--- src/pkg/dcseq_consts.vh ---
// register map, field positions, defaults and timing for dcseq
`ifndef DCSEQ_CONSTS_VH
`define DCSEQ_CONSTS_VH
// register indices, byte address is four times the index
`define DCSEQ_IDX_BOOST_CTRL 8'hc0
`define DCSEQ_IDX_BOOST_TMO 8'hc1
`define DCSEQ_IDX_CONV6_CTRL 8'hc3
`define DCSEQ_IDX_CONV6_TMO 8'hc4
`define DCSEQ_IDX_IRQ_STATUS 8'hc8
`define DCSEQ_IDX_IRQ_MASK 8'hc9
`define DCSEQ_IDX_SEQ_STATUS 8'hca
// implemented bits of the control and timeout registers
`define DCSEQ_MASK_BOOST_CTRL 16'h535b
`define DCSEQ_MASK_TMO 16'hffc0
`define DCSEQ_MASK_CONV6_CTRL 16'hcc7f
// field positions
`define DCSEQ_FB_SRC 1:0
`define DCSEQ_FAULT_ACT 15:14
`define DCSEQ_START_SLOT 13:10
`define DCSEQ_STOP_SLOT 9:6
`define DCSEQ_CAP 15:14
`define DCSEQ_OVP_DIS 11
`define DCSEQ_OUT_FLOAT 10
`define DCSEQ_VCODE 6:0
// field codes
`define DCSEQ_FB_EXT 2'h0
`define DCSEQ_FB_SINK_A 2'h1
`define DCSEQ_FB_SINK_B 2'h2
`define DCSEQ_FB_USB 2'h3
`define DCSEQ_ACT_IGNORE 2'h0
`define DCSEQ_ACT_CONV 2'h1
`define DCSEQ_SLOT_NONE 4'h0
`define DCSEQ_SLOT_EDGE 4'hf
`define DCSEQ_SLOT_LAST 4'he
`define DCSEQ_VCODE_MAX 7'h66
`define DCSEQ_MV_BASE 12'h352
`define DCSEQ_MV_STEP 12'h019
// reset defaults of the converter registers and the interrupt mask
`define DCSEQ_DEF_BOOST_CTRL 16'h0008
`define DCSEQ_DEF_BOOST_TMO 16'h0000
`define DCSEQ_DEF_CONV6_CTRL 16'h0000
`define DCSEQ_DEF_CONV6_TMO 16'h0000
`define DCSEQ_DEF_IRQ_MASK 4'hf
// timing
`define DCSEQ_CLK_MHZ 24'h000032
`define DCSEQ_SLOT_TIME_US 24'h0007d0
`define DCSEQ_SLOT_CYCLES (`DCSEQ_SLOT_TIME_US * `DCSEQ_CLK_MHZ)
`endif

--- src/rtl/dcseq_top.v ---
// power sequencing and fault handling for converters 5 and 6
`timescale 1ns/10ps
`include "dcseq_consts.vh"
module dcseq_top #(
  parameter [23:0] SLOT_CYCLES = `DCSEQ_SLOT_CYCLES,
  parameter [15:0] BOOST_CTRL_DEFAULT = `DCSEQ_DEF_BOOST_CTRL,
  parameter [15:0] BOOST_TMO_DEFAULT = `DCSEQ_DEF_BOOST_TMO,
  parameter [15:0] CONV6_CTRL_DEFAULT = `DCSEQ_DEF_CONV6_CTRL,
  parameter [15:0] CONV6_TMO_DEFAULT = `DCSEQ_DEF_CONV6_TMO
)(
  input wire core_clk,
  input wire reset,
  input wire clk_en,
  input wire power_request,
  input wire boost_fault,
  input wire conv6_fault,
  input wire [11:0] s_axi_awaddr,
  input wire s_axi_awvalid,
  output reg s_axi_awready,
  input wire [31:0] s_axi_wdata,
  input wire [3:0] s_axi_wstrb,
  input wire s_axi_wvalid,
  output reg s_axi_wready,
  output reg [1:0] s_axi_bresp,
  output reg s_axi_bvalid,
  input wire s_axi_bready,
  input wire [11:0] s_axi_araddr,
  input wire s_axi_arvalid,
  output reg s_axi_arready,
  output reg [31:0] s_axi_rdata,
  output reg [1:0] s_axi_rresp,
  output reg s_axi_rvalid,
  input wire s_axi_rready,
  output reg boost_enable,
  output reg fb_external_divider,
  output reg fb_current_sink_a,
  output reg fb_current_sink_b,
  output reg fb_usb_divider,
  output reg conv6_enable,
  output reg [1:0] conv6_output_capacitance,
  output reg conv6_overvoltage_enable,
  output reg conv6_discharge,
  output reg [6:0] conv6_voltage_code,
  output reg [11:0] conv6_voltage_mv,
  output reg system_shutdown,
  output reg [3:0] current_slot,
  output reg seq_active,
  output reg irq
);

  localparam [3:0] ST_OFF = 4'h1;
  localparam [3:0] ST_UP = 4'h2;
  localparam [3:0] ST_ACTIVE = 4'h4;
  localparam [3:0] ST_DOWN = 4'h8;
  localparam [2:0] SEL_NONE = 3'h0;
  localparam [2:0] SEL_BC = 3'h1;
  localparam [2:0] SEL_BT = 3'h2;
  localparam [2:0] SEL_CC = 3'h3;
  localparam [2:0] SEL_CT = 3'h4;
  localparam [2:0] SEL_IS = 3'h5;
  localparam [2:0] SEL_IM = 3'h6;
  localparam [2:0] SEL_SS = 3'h7;
  localparam [1:0] RESP_OK = 2'h0;
  localparam [1:0] RESP_ERR = 2'h2;

  reg [15:0] boost_ctrl;
  reg [15:0] boost_tmo;
  reg [15:0] conv6_ctrl;
  reg [15:0] conv6_tmo;
  reg [3:0] irq_status;
  reg [3:0] irq_mask;
  reg [3:0] state;
  reg [23:0] slot_timer;
  reg boost_fault_q;
  reg conv6_fault_q;
  reg boost_tripped;
  reg conv6_tripped;
  reg aw_held;
  reg w_held;
  reg [11:0] aw_addr;
  reg [31:0] w_data;
  reg [3:0] w_strb;
  reg [3:0] next_state;
  reg [3:0] next_slot;
  reg next_boost_en;
  reg next_conv6_en;
  reg [3:0] events;
  reg sys_fault;
  reg [15:0] wr_value;
  reg [15:0] rd_value;
  reg [2:0] wr_sel;
  reg [2:0] rd_sel;
  reg [6:0] vcode_clamped;

  wire boost_fault_rise = boost_fault & ~boost_fault_q;
  wire conv6_fault_rise = conv6_fault & ~conv6_fault_q;
  wire do_write = aw_held & w_held & ~s_axi_bvalid;
  wire slot_end = (slot_timer == SLOT_CYCLES - 24'h000001);
  wire [3:0] boost_start = boost_tmo[`DCSEQ_START_SLOT];
  wire [3:0] boost_stop = boost_tmo[`DCSEQ_STOP_SLOT];
  wire [3:0] conv6_start = conv6_tmo[`DCSEQ_START_SLOT];
  wire [3:0] conv6_stop = conv6_tmo[`DCSEQ_STOP_SLOT];

  // address decode shared by the read and write paths
  function [2:0] reg_select;
    input [11:0] addr;
    begin
      if (addr[1:0] != 2'h0)
        reg_select = SEL_NONE;
      else if (addr[11:2] == {2'h0, `DCSEQ_IDX_BOOST_CTRL})
        reg_select = SEL_BC;
      else if (addr[11:2] == {2'h0, `DCSEQ_IDX_BOOST_TMO})
        reg_select = SEL_BT;
      else if (addr[11:2] == {2'h0, `DCSEQ_IDX_CONV6_CTRL})
        reg_select = SEL_CC;
      else if (addr[11:2] == {2'h0, `DCSEQ_IDX_CONV6_TMO})
        reg_select = SEL_CT;
      else if (addr[11:2] == {2'h0, `DCSEQ_IDX_IRQ_STATUS})
        reg_select = SEL_IS;
      else if (addr[11:2] == {2'h0, `DCSEQ_IDX_IRQ_MASK})
        reg_select = SEL_IM;
      else if (addr[11:2] == {2'h0, `DCSEQ_IDX_SEQ_STATUS})
        reg_select = SEL_SS;
      else
        reg_select = SEL_NONE;
    end
  endfunction

  // byte-lane merge of a 16-bit register
  function [15:0] lane_merge;
    input [15:0] old;
    input [31:0] data;
    input [3:0] strb;
    begin
      lane_merge[7:0] = strb[0] ? data[7:0] : old[7:0];
      lane_merge[15:8] = strb[1] ? data[15:8] : old[15:8];
    end
  endfunction

  // sequencer next state and converter enables
  always @*
  begin
    next_state = state;
    next_slot = current_slot;
    next_boost_en = boost_enable;
    next_conv6_en = conv6_enable;
    sys_fault = 1'b0;
    if (boost_fault_rise && boost_tmo[`DCSEQ_FAULT_ACT] != `DCSEQ_ACT_IGNORE
        && boost_tmo[`DCSEQ_FAULT_ACT] != `DCSEQ_ACT_CONV)
      sys_fault = 1'b1;
    if (conv6_fault_rise && conv6_tmo[`DCSEQ_FAULT_ACT] != `DCSEQ_ACT_IGNORE
        && conv6_tmo[`DCSEQ_FAULT_ACT] != `DCSEQ_ACT_CONV)
      sys_fault = 1'b1;
    case (state)
      ST_OFF:
      begin
        if (power_request)
        begin
          next_state = ST_UP;
          next_slot = 4'h1;
        end
      end
      ST_UP:
      begin
        if (boost_start == current_slot && !boost_tripped)
          next_boost_en = 1'b1;
        if (conv6_start == current_slot && !conv6_tripped)
          next_conv6_en = 1'b1;
        if (slot_end)
        begin
          if (current_slot == `DCSEQ_SLOT_LAST)
          begin
            next_state = ST_ACTIVE;
            next_slot = 4'h0;
            if (boost_start == `DCSEQ_SLOT_EDGE && !boost_tripped)
              next_boost_en = 1'b1;
            if (conv6_start == `DCSEQ_SLOT_EDGE && !conv6_tripped)
              next_conv6_en = 1'b1;
          end
          else
            next_slot = current_slot + 4'h1;
        end
      end
      ST_ACTIVE:
      begin
        if (!power_request)
        begin
          next_state = ST_DOWN;
          next_slot = 4'h1;
        end
      end
      ST_DOWN:
      begin
        if (boost_stop == current_slot)
          next_boost_en = 1'b0;
        if (conv6_stop == current_slot)
          next_conv6_en = 1'b0;
        if (slot_end)
        begin
          if (current_slot == `DCSEQ_SLOT_LAST)
          begin
            next_state = ST_OFF;
            next_slot = 4'h0;
            next_boost_en = 1'b0;
            next_conv6_en = 1'b0;
          end
          else
            next_slot = current_slot + 4'h1;
        end
      end
      default:
      begin
        next_state = ST_OFF;
        next_slot = 4'h0;
      end
    endcase
    if (boost_fault_rise && boost_tmo[`DCSEQ_FAULT_ACT] == `DCSEQ_ACT_CONV)
      next_boost_en = 1'b0;
    if (conv6_fault_rise && conv6_tmo[`DCSEQ_FAULT_ACT] == `DCSEQ_ACT_CONV)
      next_conv6_en = 1'b0;
    if (sys_fault)
    begin
      next_state = ST_OFF;
      next_slot = 4'h0;
      next_boost_en = 1'b0;
      next_conv6_en = 1'b0;
    end
  end

  // interrupt events and register read mux
  always @*
  begin
    events = {next_state == ST_OFF && state == ST_DOWN,
      next_state == ST_ACTIVE && state == ST_UP,
      conv6_fault_rise, boost_fault_rise};
    wr_sel = reg_select(aw_addr);
    rd_sel = reg_select(s_axi_araddr);
    wr_value = 16'h0000;
    case (wr_sel)
      SEL_BC: wr_value = lane_merge(boost_ctrl, w_data, w_strb);
      SEL_BT: wr_value = lane_merge(boost_tmo, w_data, w_strb);
      SEL_CC: wr_value = lane_merge(conv6_ctrl, w_data, w_strb);
      SEL_CT: wr_value = lane_merge(conv6_tmo, w_data, w_strb);
      default: wr_value = 16'h0000;
    endcase
    case (rd_sel)
      SEL_BC: rd_value = boost_ctrl;
      SEL_BT: rd_value = boost_tmo;
      SEL_CC: rd_value = conv6_ctrl;
      SEL_CT: rd_value = conv6_tmo;
      SEL_IS: rd_value = {12'h000, irq_status};
      SEL_IM: rd_value = {12'h000, irq_mask};
      SEL_SS: rd_value = {4'h0, conv6_tripped, boost_tripped,
        conv6_enable, boost_enable, current_slot, state};
      default: rd_value = 16'h0000;
    endcase
    vcode_clamped = conv6_ctrl[`DCSEQ_VCODE];
    if (vcode_clamped > `DCSEQ_VCODE_MAX)
      vcode_clamped = `DCSEQ_VCODE_MAX;
  end

  // registers, sequencer and bus slave
  always @(posedge core_clk)
  begin
    if (reset)
    begin
      boost_ctrl <= BOOST_CTRL_DEFAULT & `DCSEQ_MASK_BOOST_CTRL;
      boost_tmo <= BOOST_TMO_DEFAULT & `DCSEQ_MASK_TMO;
      conv6_ctrl <= CONV6_CTRL_DEFAULT & `DCSEQ_MASK_CONV6_CTRL;
      conv6_tmo <= CONV6_TMO_DEFAULT & `DCSEQ_MASK_TMO;
      irq_status <= 4'h0;
      irq_mask <= `DCSEQ_DEF_IRQ_MASK;
      state <= ST_OFF;
      current_slot <= 4'h0;
      slot_timer <= 24'h000000;
      boost_fault_q <= 1'b0;
      conv6_fault_q <= 1'b0;
      boost_tripped <= 1'b0;
      conv6_tripped <= 1'b0;
      boost_enable <= 1'b0;
      conv6_enable <= 1'b0;
      system_shutdown <= 1'b0;
      seq_active <= 1'b0;
      irq <= 1'b0;
      fb_external_divider <= 1'b0;
      fb_current_sink_a <= 1'b0;
      fb_current_sink_b <= 1'b0;
      fb_usb_divider <= 1'b0;
      conv6_output_capacitance <= 2'h0;
      conv6_overvoltage_enable <= 1'b0;
      conv6_discharge <= 1'b0;
      conv6_voltage_code <= 7'h00;
      conv6_voltage_mv <= 12'h000;
      aw_held <= 1'b0;
      w_held <= 1'b0;
      aw_addr <= 12'h000;
      w_data <= 32'h00000000;
      w_strb <= 4'h0;
      s_axi_awready <= 1'b0;
      s_axi_wready <= 1'b0;
      s_axi_bvalid <= 1'b0;
      s_axi_bresp <= RESP_OK;
      s_axi_arready <= 1'b0;
      s_axi_rvalid <= 1'b0;
      s_axi_rresp <= RESP_OK;
      s_axi_rdata <= 32'h00000000;
    end
    else if (clk_en)
    begin
      boost_fault_q <= boost_fault;
      conv6_fault_q <= conv6_fault;
      state <= next_state;
      current_slot <= next_slot;
      boost_enable <= next_boost_en;
      conv6_enable <= next_conv6_en;
      system_shutdown <= sys_fault;
      seq_active <= (next_state == ST_ACTIVE);
      if (next_slot != current_slot || next_state != state)
        slot_timer <= 24'h000000;
      else if (state == ST_UP || state == ST_DOWN)
        slot_timer <= slot_timer + 24'h000001;
      if (state == ST_OFF && next_state == ST_UP)
      begin
        boost_tripped <= 1'b0;
        conv6_tripped <= 1'b0;
      end
      if (boost_fault_rise && boost_tmo[`DCSEQ_FAULT_ACT] == `DCSEQ_ACT_CONV)
        boost_tripped <= 1'b1;
      if (conv6_fault_rise && conv6_tmo[`DCSEQ_FAULT_ACT] == `DCSEQ_ACT_CONV)
        conv6_tripped <= 1'b1;
      fb_external_divider <= boost_ctrl[`DCSEQ_FB_SRC] == `DCSEQ_FB_EXT;
      fb_current_sink_a <= boost_ctrl[`DCSEQ_FB_SRC] == `DCSEQ_FB_SINK_A;
      fb_current_sink_b <= boost_ctrl[`DCSEQ_FB_SRC] == `DCSEQ_FB_SINK_B;
      fb_usb_divider <= boost_ctrl[`DCSEQ_FB_SRC] == `DCSEQ_FB_USB;
      conv6_output_capacitance <= conv6_ctrl[`DCSEQ_CAP];
      conv6_overvoltage_enable <= ~conv6_ctrl[`DCSEQ_OVP_DIS];
      conv6_discharge <= ~next_conv6_en & ~conv6_ctrl[`DCSEQ_OUT_FLOAT];
      conv6_voltage_code <= vcode_clamped;
      conv6_voltage_mv <= `DCSEQ_MV_BASE
        + {5'h00, vcode_clamped} * `DCSEQ_MV_STEP;
      // write address and data are taken in either order
      s_axi_awready <= ~aw_held & ~(s_axi_awvalid & s_axi_awready);
      s_axi_wready <= ~w_held & ~(s_axi_wvalid & s_axi_wready);
      if (s_axi_awvalid && s_axi_awready)
      begin
        aw_held <= 1'b1;
        aw_addr <= s_axi_awaddr;
      end
      if (s_axi_wvalid && s_axi_wready)
      begin
        w_held <= 1'b1;
        w_data <= s_axi_wdata;
        w_strb <= s_axi_wstrb;
      end
      if (s_axi_bvalid && s_axi_bready)
        s_axi_bvalid <= 1'b0;
      if (do_write)
      begin
        aw_held <= 1'b0;
        w_held <= 1'b0;
        s_axi_bvalid <= 1'b1;
        s_axi_bresp <= (wr_sel == SEL_NONE || wr_sel == SEL_SS)
          ? RESP_ERR : RESP_OK;
        if (wr_sel == SEL_BC)
          boost_ctrl <= wr_value & `DCSEQ_MASK_BOOST_CTRL;
        if (wr_sel == SEL_BT)
          boost_tmo <= wr_value & `DCSEQ_MASK_TMO;
        if (wr_sel == SEL_CC)
          conv6_ctrl <= wr_value & `DCSEQ_MASK_CONV6_CTRL;
        if (wr_sel == SEL_CT)
          conv6_tmo <= wr_value & `DCSEQ_MASK_TMO;
        if (wr_sel == SEL_IM && w_strb[0])
          irq_mask <= w_data[3:0];
      end
      // sticky status, a new event wins over a write-one clear
      if (do_write && wr_sel == SEL_IS && w_strb[0])
        irq_status <= (irq_status & ~w_data[3:0]) | events;
      else
        irq_status <= irq_status | events;
      irq <= |(irq_status & ~irq_mask);
      if (sys_fault)
      begin
        boost_ctrl <= BOOST_CTRL_DEFAULT & `DCSEQ_MASK_BOOST_CTRL;
        boost_tmo <= BOOST_TMO_DEFAULT & `DCSEQ_MASK_TMO;
        conv6_ctrl <= CONV6_CTRL_DEFAULT & `DCSEQ_MASK_CONV6_CTRL;
        conv6_tmo <= CONV6_TMO_DEFAULT & `DCSEQ_MASK_TMO;
      end
      // read channel, one read at a time
      if (s_axi_arvalid && s_axi_arready)
      begin
        s_axi_arready <= 1'b0;
        s_axi_rvalid <= 1'b1;
        s_axi_rdata <= {16'h0000, rd_value};
        s_axi_rresp <= (rd_sel == SEL_NONE) ? RESP_ERR : RESP_OK;
      end
      else if (s_axi_rvalid && s_axi_rready)
      begin
        s_axi_rvalid <= 1'b0;
        s_axi_arready <= 1'b1;
      end
      else if (!s_axi_rvalid)
        s_axi_arready <= 1'b1;
    end
  end

endmodule

--- config.mk ---
export PLATFORM = sky130hd
export DESIGN_NAME = dcseq_top
export DESIGN_NICKNAME = d
export VERILOG_FILES = /design/src/rtl/dcseq_top.v
export VERILOG_INCLUDE_DIRS = /design/src /design/src/pkg
export SDC_FILE = /design/constraint.sdc
export NUM_CORES = 1
export LEC_CHECK = 0
export BUFFER_PORTS_ARGS = -buffer_cell sky130_fd_sc_hd__buf_2
export CAP_MARGIN = 20
export CORE_AREA = 4 4 131 133
export CTS_BUF_LIST = sky130_fd_sc_hd__clkbuf_16
export DETAILED_ROUTE_END_ITERATION = 10
export DIE_AREA = 0 0 135 137
export GPL_TIMING_DRIVEN = 0
export PLACE_DENSITY = 0.87
export SYNTH_ARGS = -nofsm -noshare
export SYNTH_HDL_FRONTEND = slang
export SYNTH_SLANG_ARGS = --single-unit
--- constraint.sdc ---
create_clock -name core_clk -period 3.79 [get_ports core_clk]
set_input_delay 0.1895 -clock core_clk [delete_from_list [all_inputs] [get_ports core_clk]]
set_output_delay 0.1895 -clock core_clk [all_outputs]
set_load 0.01 [all_outputs]
==> results.yml <==
route:
  wl_per_cell_um: 19.0
  drtIter0Drc: 1128
  ant_nets: 0
  avgViaCountPerCell: 6.19
  routed_wl_um: 28500
  firstDrtPassIters: 6
  drc: 0
  num_vias: 9291
timing:
  min_period_ps: 3610
  fin_crit_sh_pct: 95.4
  worst_slew_pin_slew_ps: 1100
  setup_viol: 0
  fin_worst_skew_ps: 9.42
  maxSlewHeadroom_pct: 26.1
  hold_viol: 0
  slew_violations: 0
  max_freq_mhz: 277
cells_and_area:
  antenna_cells: 0
  area_growth_pct: 19.7
  drive_above_1_share_pct: 14.9
  n_fill_cell: 1292
  layout.nets: 1373
  final_util_pct: 67.5
  postLayoutCellArea_um2: 10700
global_routing:
  antenna_found_initial: 0
  grt_pass1_wl_um: 44900
  grt_pass1_vias: 8706
  gr-usage-all-layers_pct: 30.5
  grt-ovfl-total: 0
  grt_max_degree: 17
synthesis:
  yosysTopAreaCell: "dfxtp_1"
  ys.flop_type: "dfxtp_1"
  synth_edf_count: 0
  ys_top_cells_by_area: "dfxtp_1, nand2_1, a21oi_1"
  synth_cell_types: 76
  synth.top_cell.area_share_pct: 38.1
  syn-cell-area_um2: 8920
  yosys_register_bits: 170
  yosys_warnings: 0
  synth_cells: 1107
  synth-async-reset-ratio_pct: 0
  syn_area_per_cell_um2: 8.06
  seq_area_frac_synth_pct: 38.1
clocking:
  cts.sinks: 170
  cts_buffer_depth: 2
  cts_max_level: 4
  cts_buffers: 17
  cts_tree: "built"
  cts_setup_buffers: 0
  insertion_delay_ps: 440
  clkTransAtPathRegs_ps: 70
  root_buffer: "clkbuf_16"
worst_setup_path:
  cp_data_arrival_time_ps: 3910
  critPathRequiredTime_ps: 4090
  startpoint_type: "flop"
  slowest_stage: "dfxtp_1"
  critPathMaxFanout: 6
  criticalPathCategory: "flop to flop"
  cpPeakStageDelay_ps: 500
  crit_top_cell: "ha_1"
  end_kind: "flop"
  crit_path_cell_trace: "nor2_1, nor2_2, nor2_2, inv_1, ha_1, fa_1, ha_1, ha_1, a31o_2, a21o_1, a21oi_2, o21bai_1, a21oi_1, xnor2_1, mux2i_1, nor2_1"
place:
  portBuffers: 109
  dpl_cell_area_um2: 9800
  globalplace.congestion: 0.985
  dp_hpwl_um: 20300
floorplanning:
  core_area_um2: 15800
  die-area_um2: 18500
  die_w_um: 135
  num_rows: 46
  die_h_um: 137
  ioPinCount: 148
  start_util_pct: 56.4
pwr:
  power.leakage_nw: 4.28
  worst_ir_drop_vdd_uv: 333
  p_total_mw: 4.07
  p_per_area_nw_per_um2: 381
job:
  cap_violations: 0
hold_path:
  min_path_type: "input port to flop"
status:
  status: "complete, no violations"
-- synthesized netlist by cell type (4+ instances only) --
cell      count
or2_2         4
a211oi_1     10
clkbuf_1     57
mux2i_1      37
a22o_1       24
nor2_1      103
nor4_1        9
a222oi_1      6
and3_1        9
inv_1        43
dfxtp_1     170
a21oi_1     113
nor3_1       20
o31ai_1      11
and2_1        5
nand3b_1      4
a32oi_1       7
nand4_1      24
ha_1         26
xnor2_1      26
or3_1        17
a22oi_1      23
o22ai_1       4
buf_4        19
nand3_1      26
or4_1        11
o211ai_1      4
and4_1        4
o21ai_0      45
xor2_1        5
nand2_1     153
buf_2         4
a221oi_1      6
mux2_2        6
buf_1         7
-- per-layer routing --
metal  up-vias  GRT usage [%]  routed length [um]
met2       613           48.9               13000
li1       4278              -                   -
met4         0           12.5                1020
met1      4298           38.7               11100
met5         -              0                   0
met3       102           9.12                3360
-- worst paths after layout --
check	startpoint	to	slack, ps	depth (start not counted)
hold / removal	s_axi_awaddr[2]	aw_addr[2]	7	3
setup reg to reg	conv6_ctrl[4]	conv6_voltage_mv[10]	180	16
setup / recovery	conv6_ctrl[4]	conv6_voltage_mv[10]	180	16
hold reg to reg	s_axi_rdata[10]	s_axi_rdata[10]	450	2
-- stage by stage --
stage               setup TNS [ps]  std cells  hold slack [ps]  setup slack (ps)
finish                           0       1502             7.12               175
global route                 -11.1       1502             4.93             -9.79
CTS                              0       1502             1.78              10.2
detailed placement               0       1449              439              31.2
global placement                 0       1449              432               115
floorplan                        0       1124              325               477
-- cells by family after synthesis --
logic type	count (synthesis)	synth area share, %
compound gates	287	20.8
xor+xnor	31	3.04
fa+ha+maj	29	4.32
buf+inv	133	6.55
flops	170	38.1
mux	43	4.91
other cells	1	0.0420
simple gates	413	22.2
-- worst max-delay path, delay by kind of cell (launching register included) --
kind            cells  cell delay (ps)
mux                 1              130
buf+inv             1               60
xor+xnor            1               90
flops               1              500
fa+ha+maj           4             1410
compound gates      5              870
simple gates        4              400
-- sequential cells by signal, indices dropped and copies added (netlist names), 2 cells and up --
register                  cells
s_axi_rdata                  16
irq_mask                      4
conv6_output_capacitance      2
w_data                       16
slot_timer                   24
aw_addr                      12
conv6_voltage_code            7
state                         4
irq_status                    4
boost_tmo                    10
conv6_tmo                    10
conv6_voltage_mv             11
w_strb                        2
current_slot                  4
conv6_ctrl                   11
boost_ctrl                    9
-- placed cells by master, fill, tap and decap left out, drive strengths merged, types with 5 or more instances in the layout --
cell type / Yosys / layout
a211oi: 10 / 10
a21oi: 113 / 113
a221oi: 6 / 6
a222oi: 6 / 6
a22o: 24 / 24
a22oi: 23 / 23
a32oi: 7 / 7
and2: 6 / 6
and3: 9 / 9
buf: 31 / 140
clkbuf: 58 / 75
clkinv: 1 / 5
conb: 1 / 18
dfxtp: 170 / 170
dlygate4sd3: 0 / 21
ha: 26 / 26
inv: 43 / 47
mux2: 6 / 6
mux2i: 37 / 37
nand2: 153 / 153
nand3: 26 / 26
nand4: 24 / 24
nor2: 103 / 103
nor3: 20 / 20
nor4: 10 / 10
o21ai: 46 / 46
o31ai: 12 / 12
or3: 17 / 17
or4: 12 / 12
xnor2: 26 / 26
xor2: 5 / 5
-- layout make-up --
type / count / area (um^2) / area share, %
clock buffers: 17 / 425 / 3.98
plain buffers: 89 / 419 / 3.92
repair buffers: 130 / 756 / 7.07
inverters: 44 / 165 / 1.55
flip-flops and latches: 170 / 3410 / 31.9
multi-input cells: 821 / 5020 / 47.0
well taps: 216 / 270 / 2.53
clock inverters: 15 / 219 / 2.05
-- where the power goes --
group	switching (mW)	total [mW]	internal [mW]
clock	0.780	1.90	1.12
combinational	0.210	0.334	0.124
sequential	0.0219	1.84	1.81
-- what timing repair did --
item                                   4_1_cts  5_1_grt
endpoints found under the hold margin       21        0
gates resized for setup                      0        9
setup endpoints to repair                    0        2
hold buffers                                21        0
No activity file was read; power rests on OpenSTA's default activity.
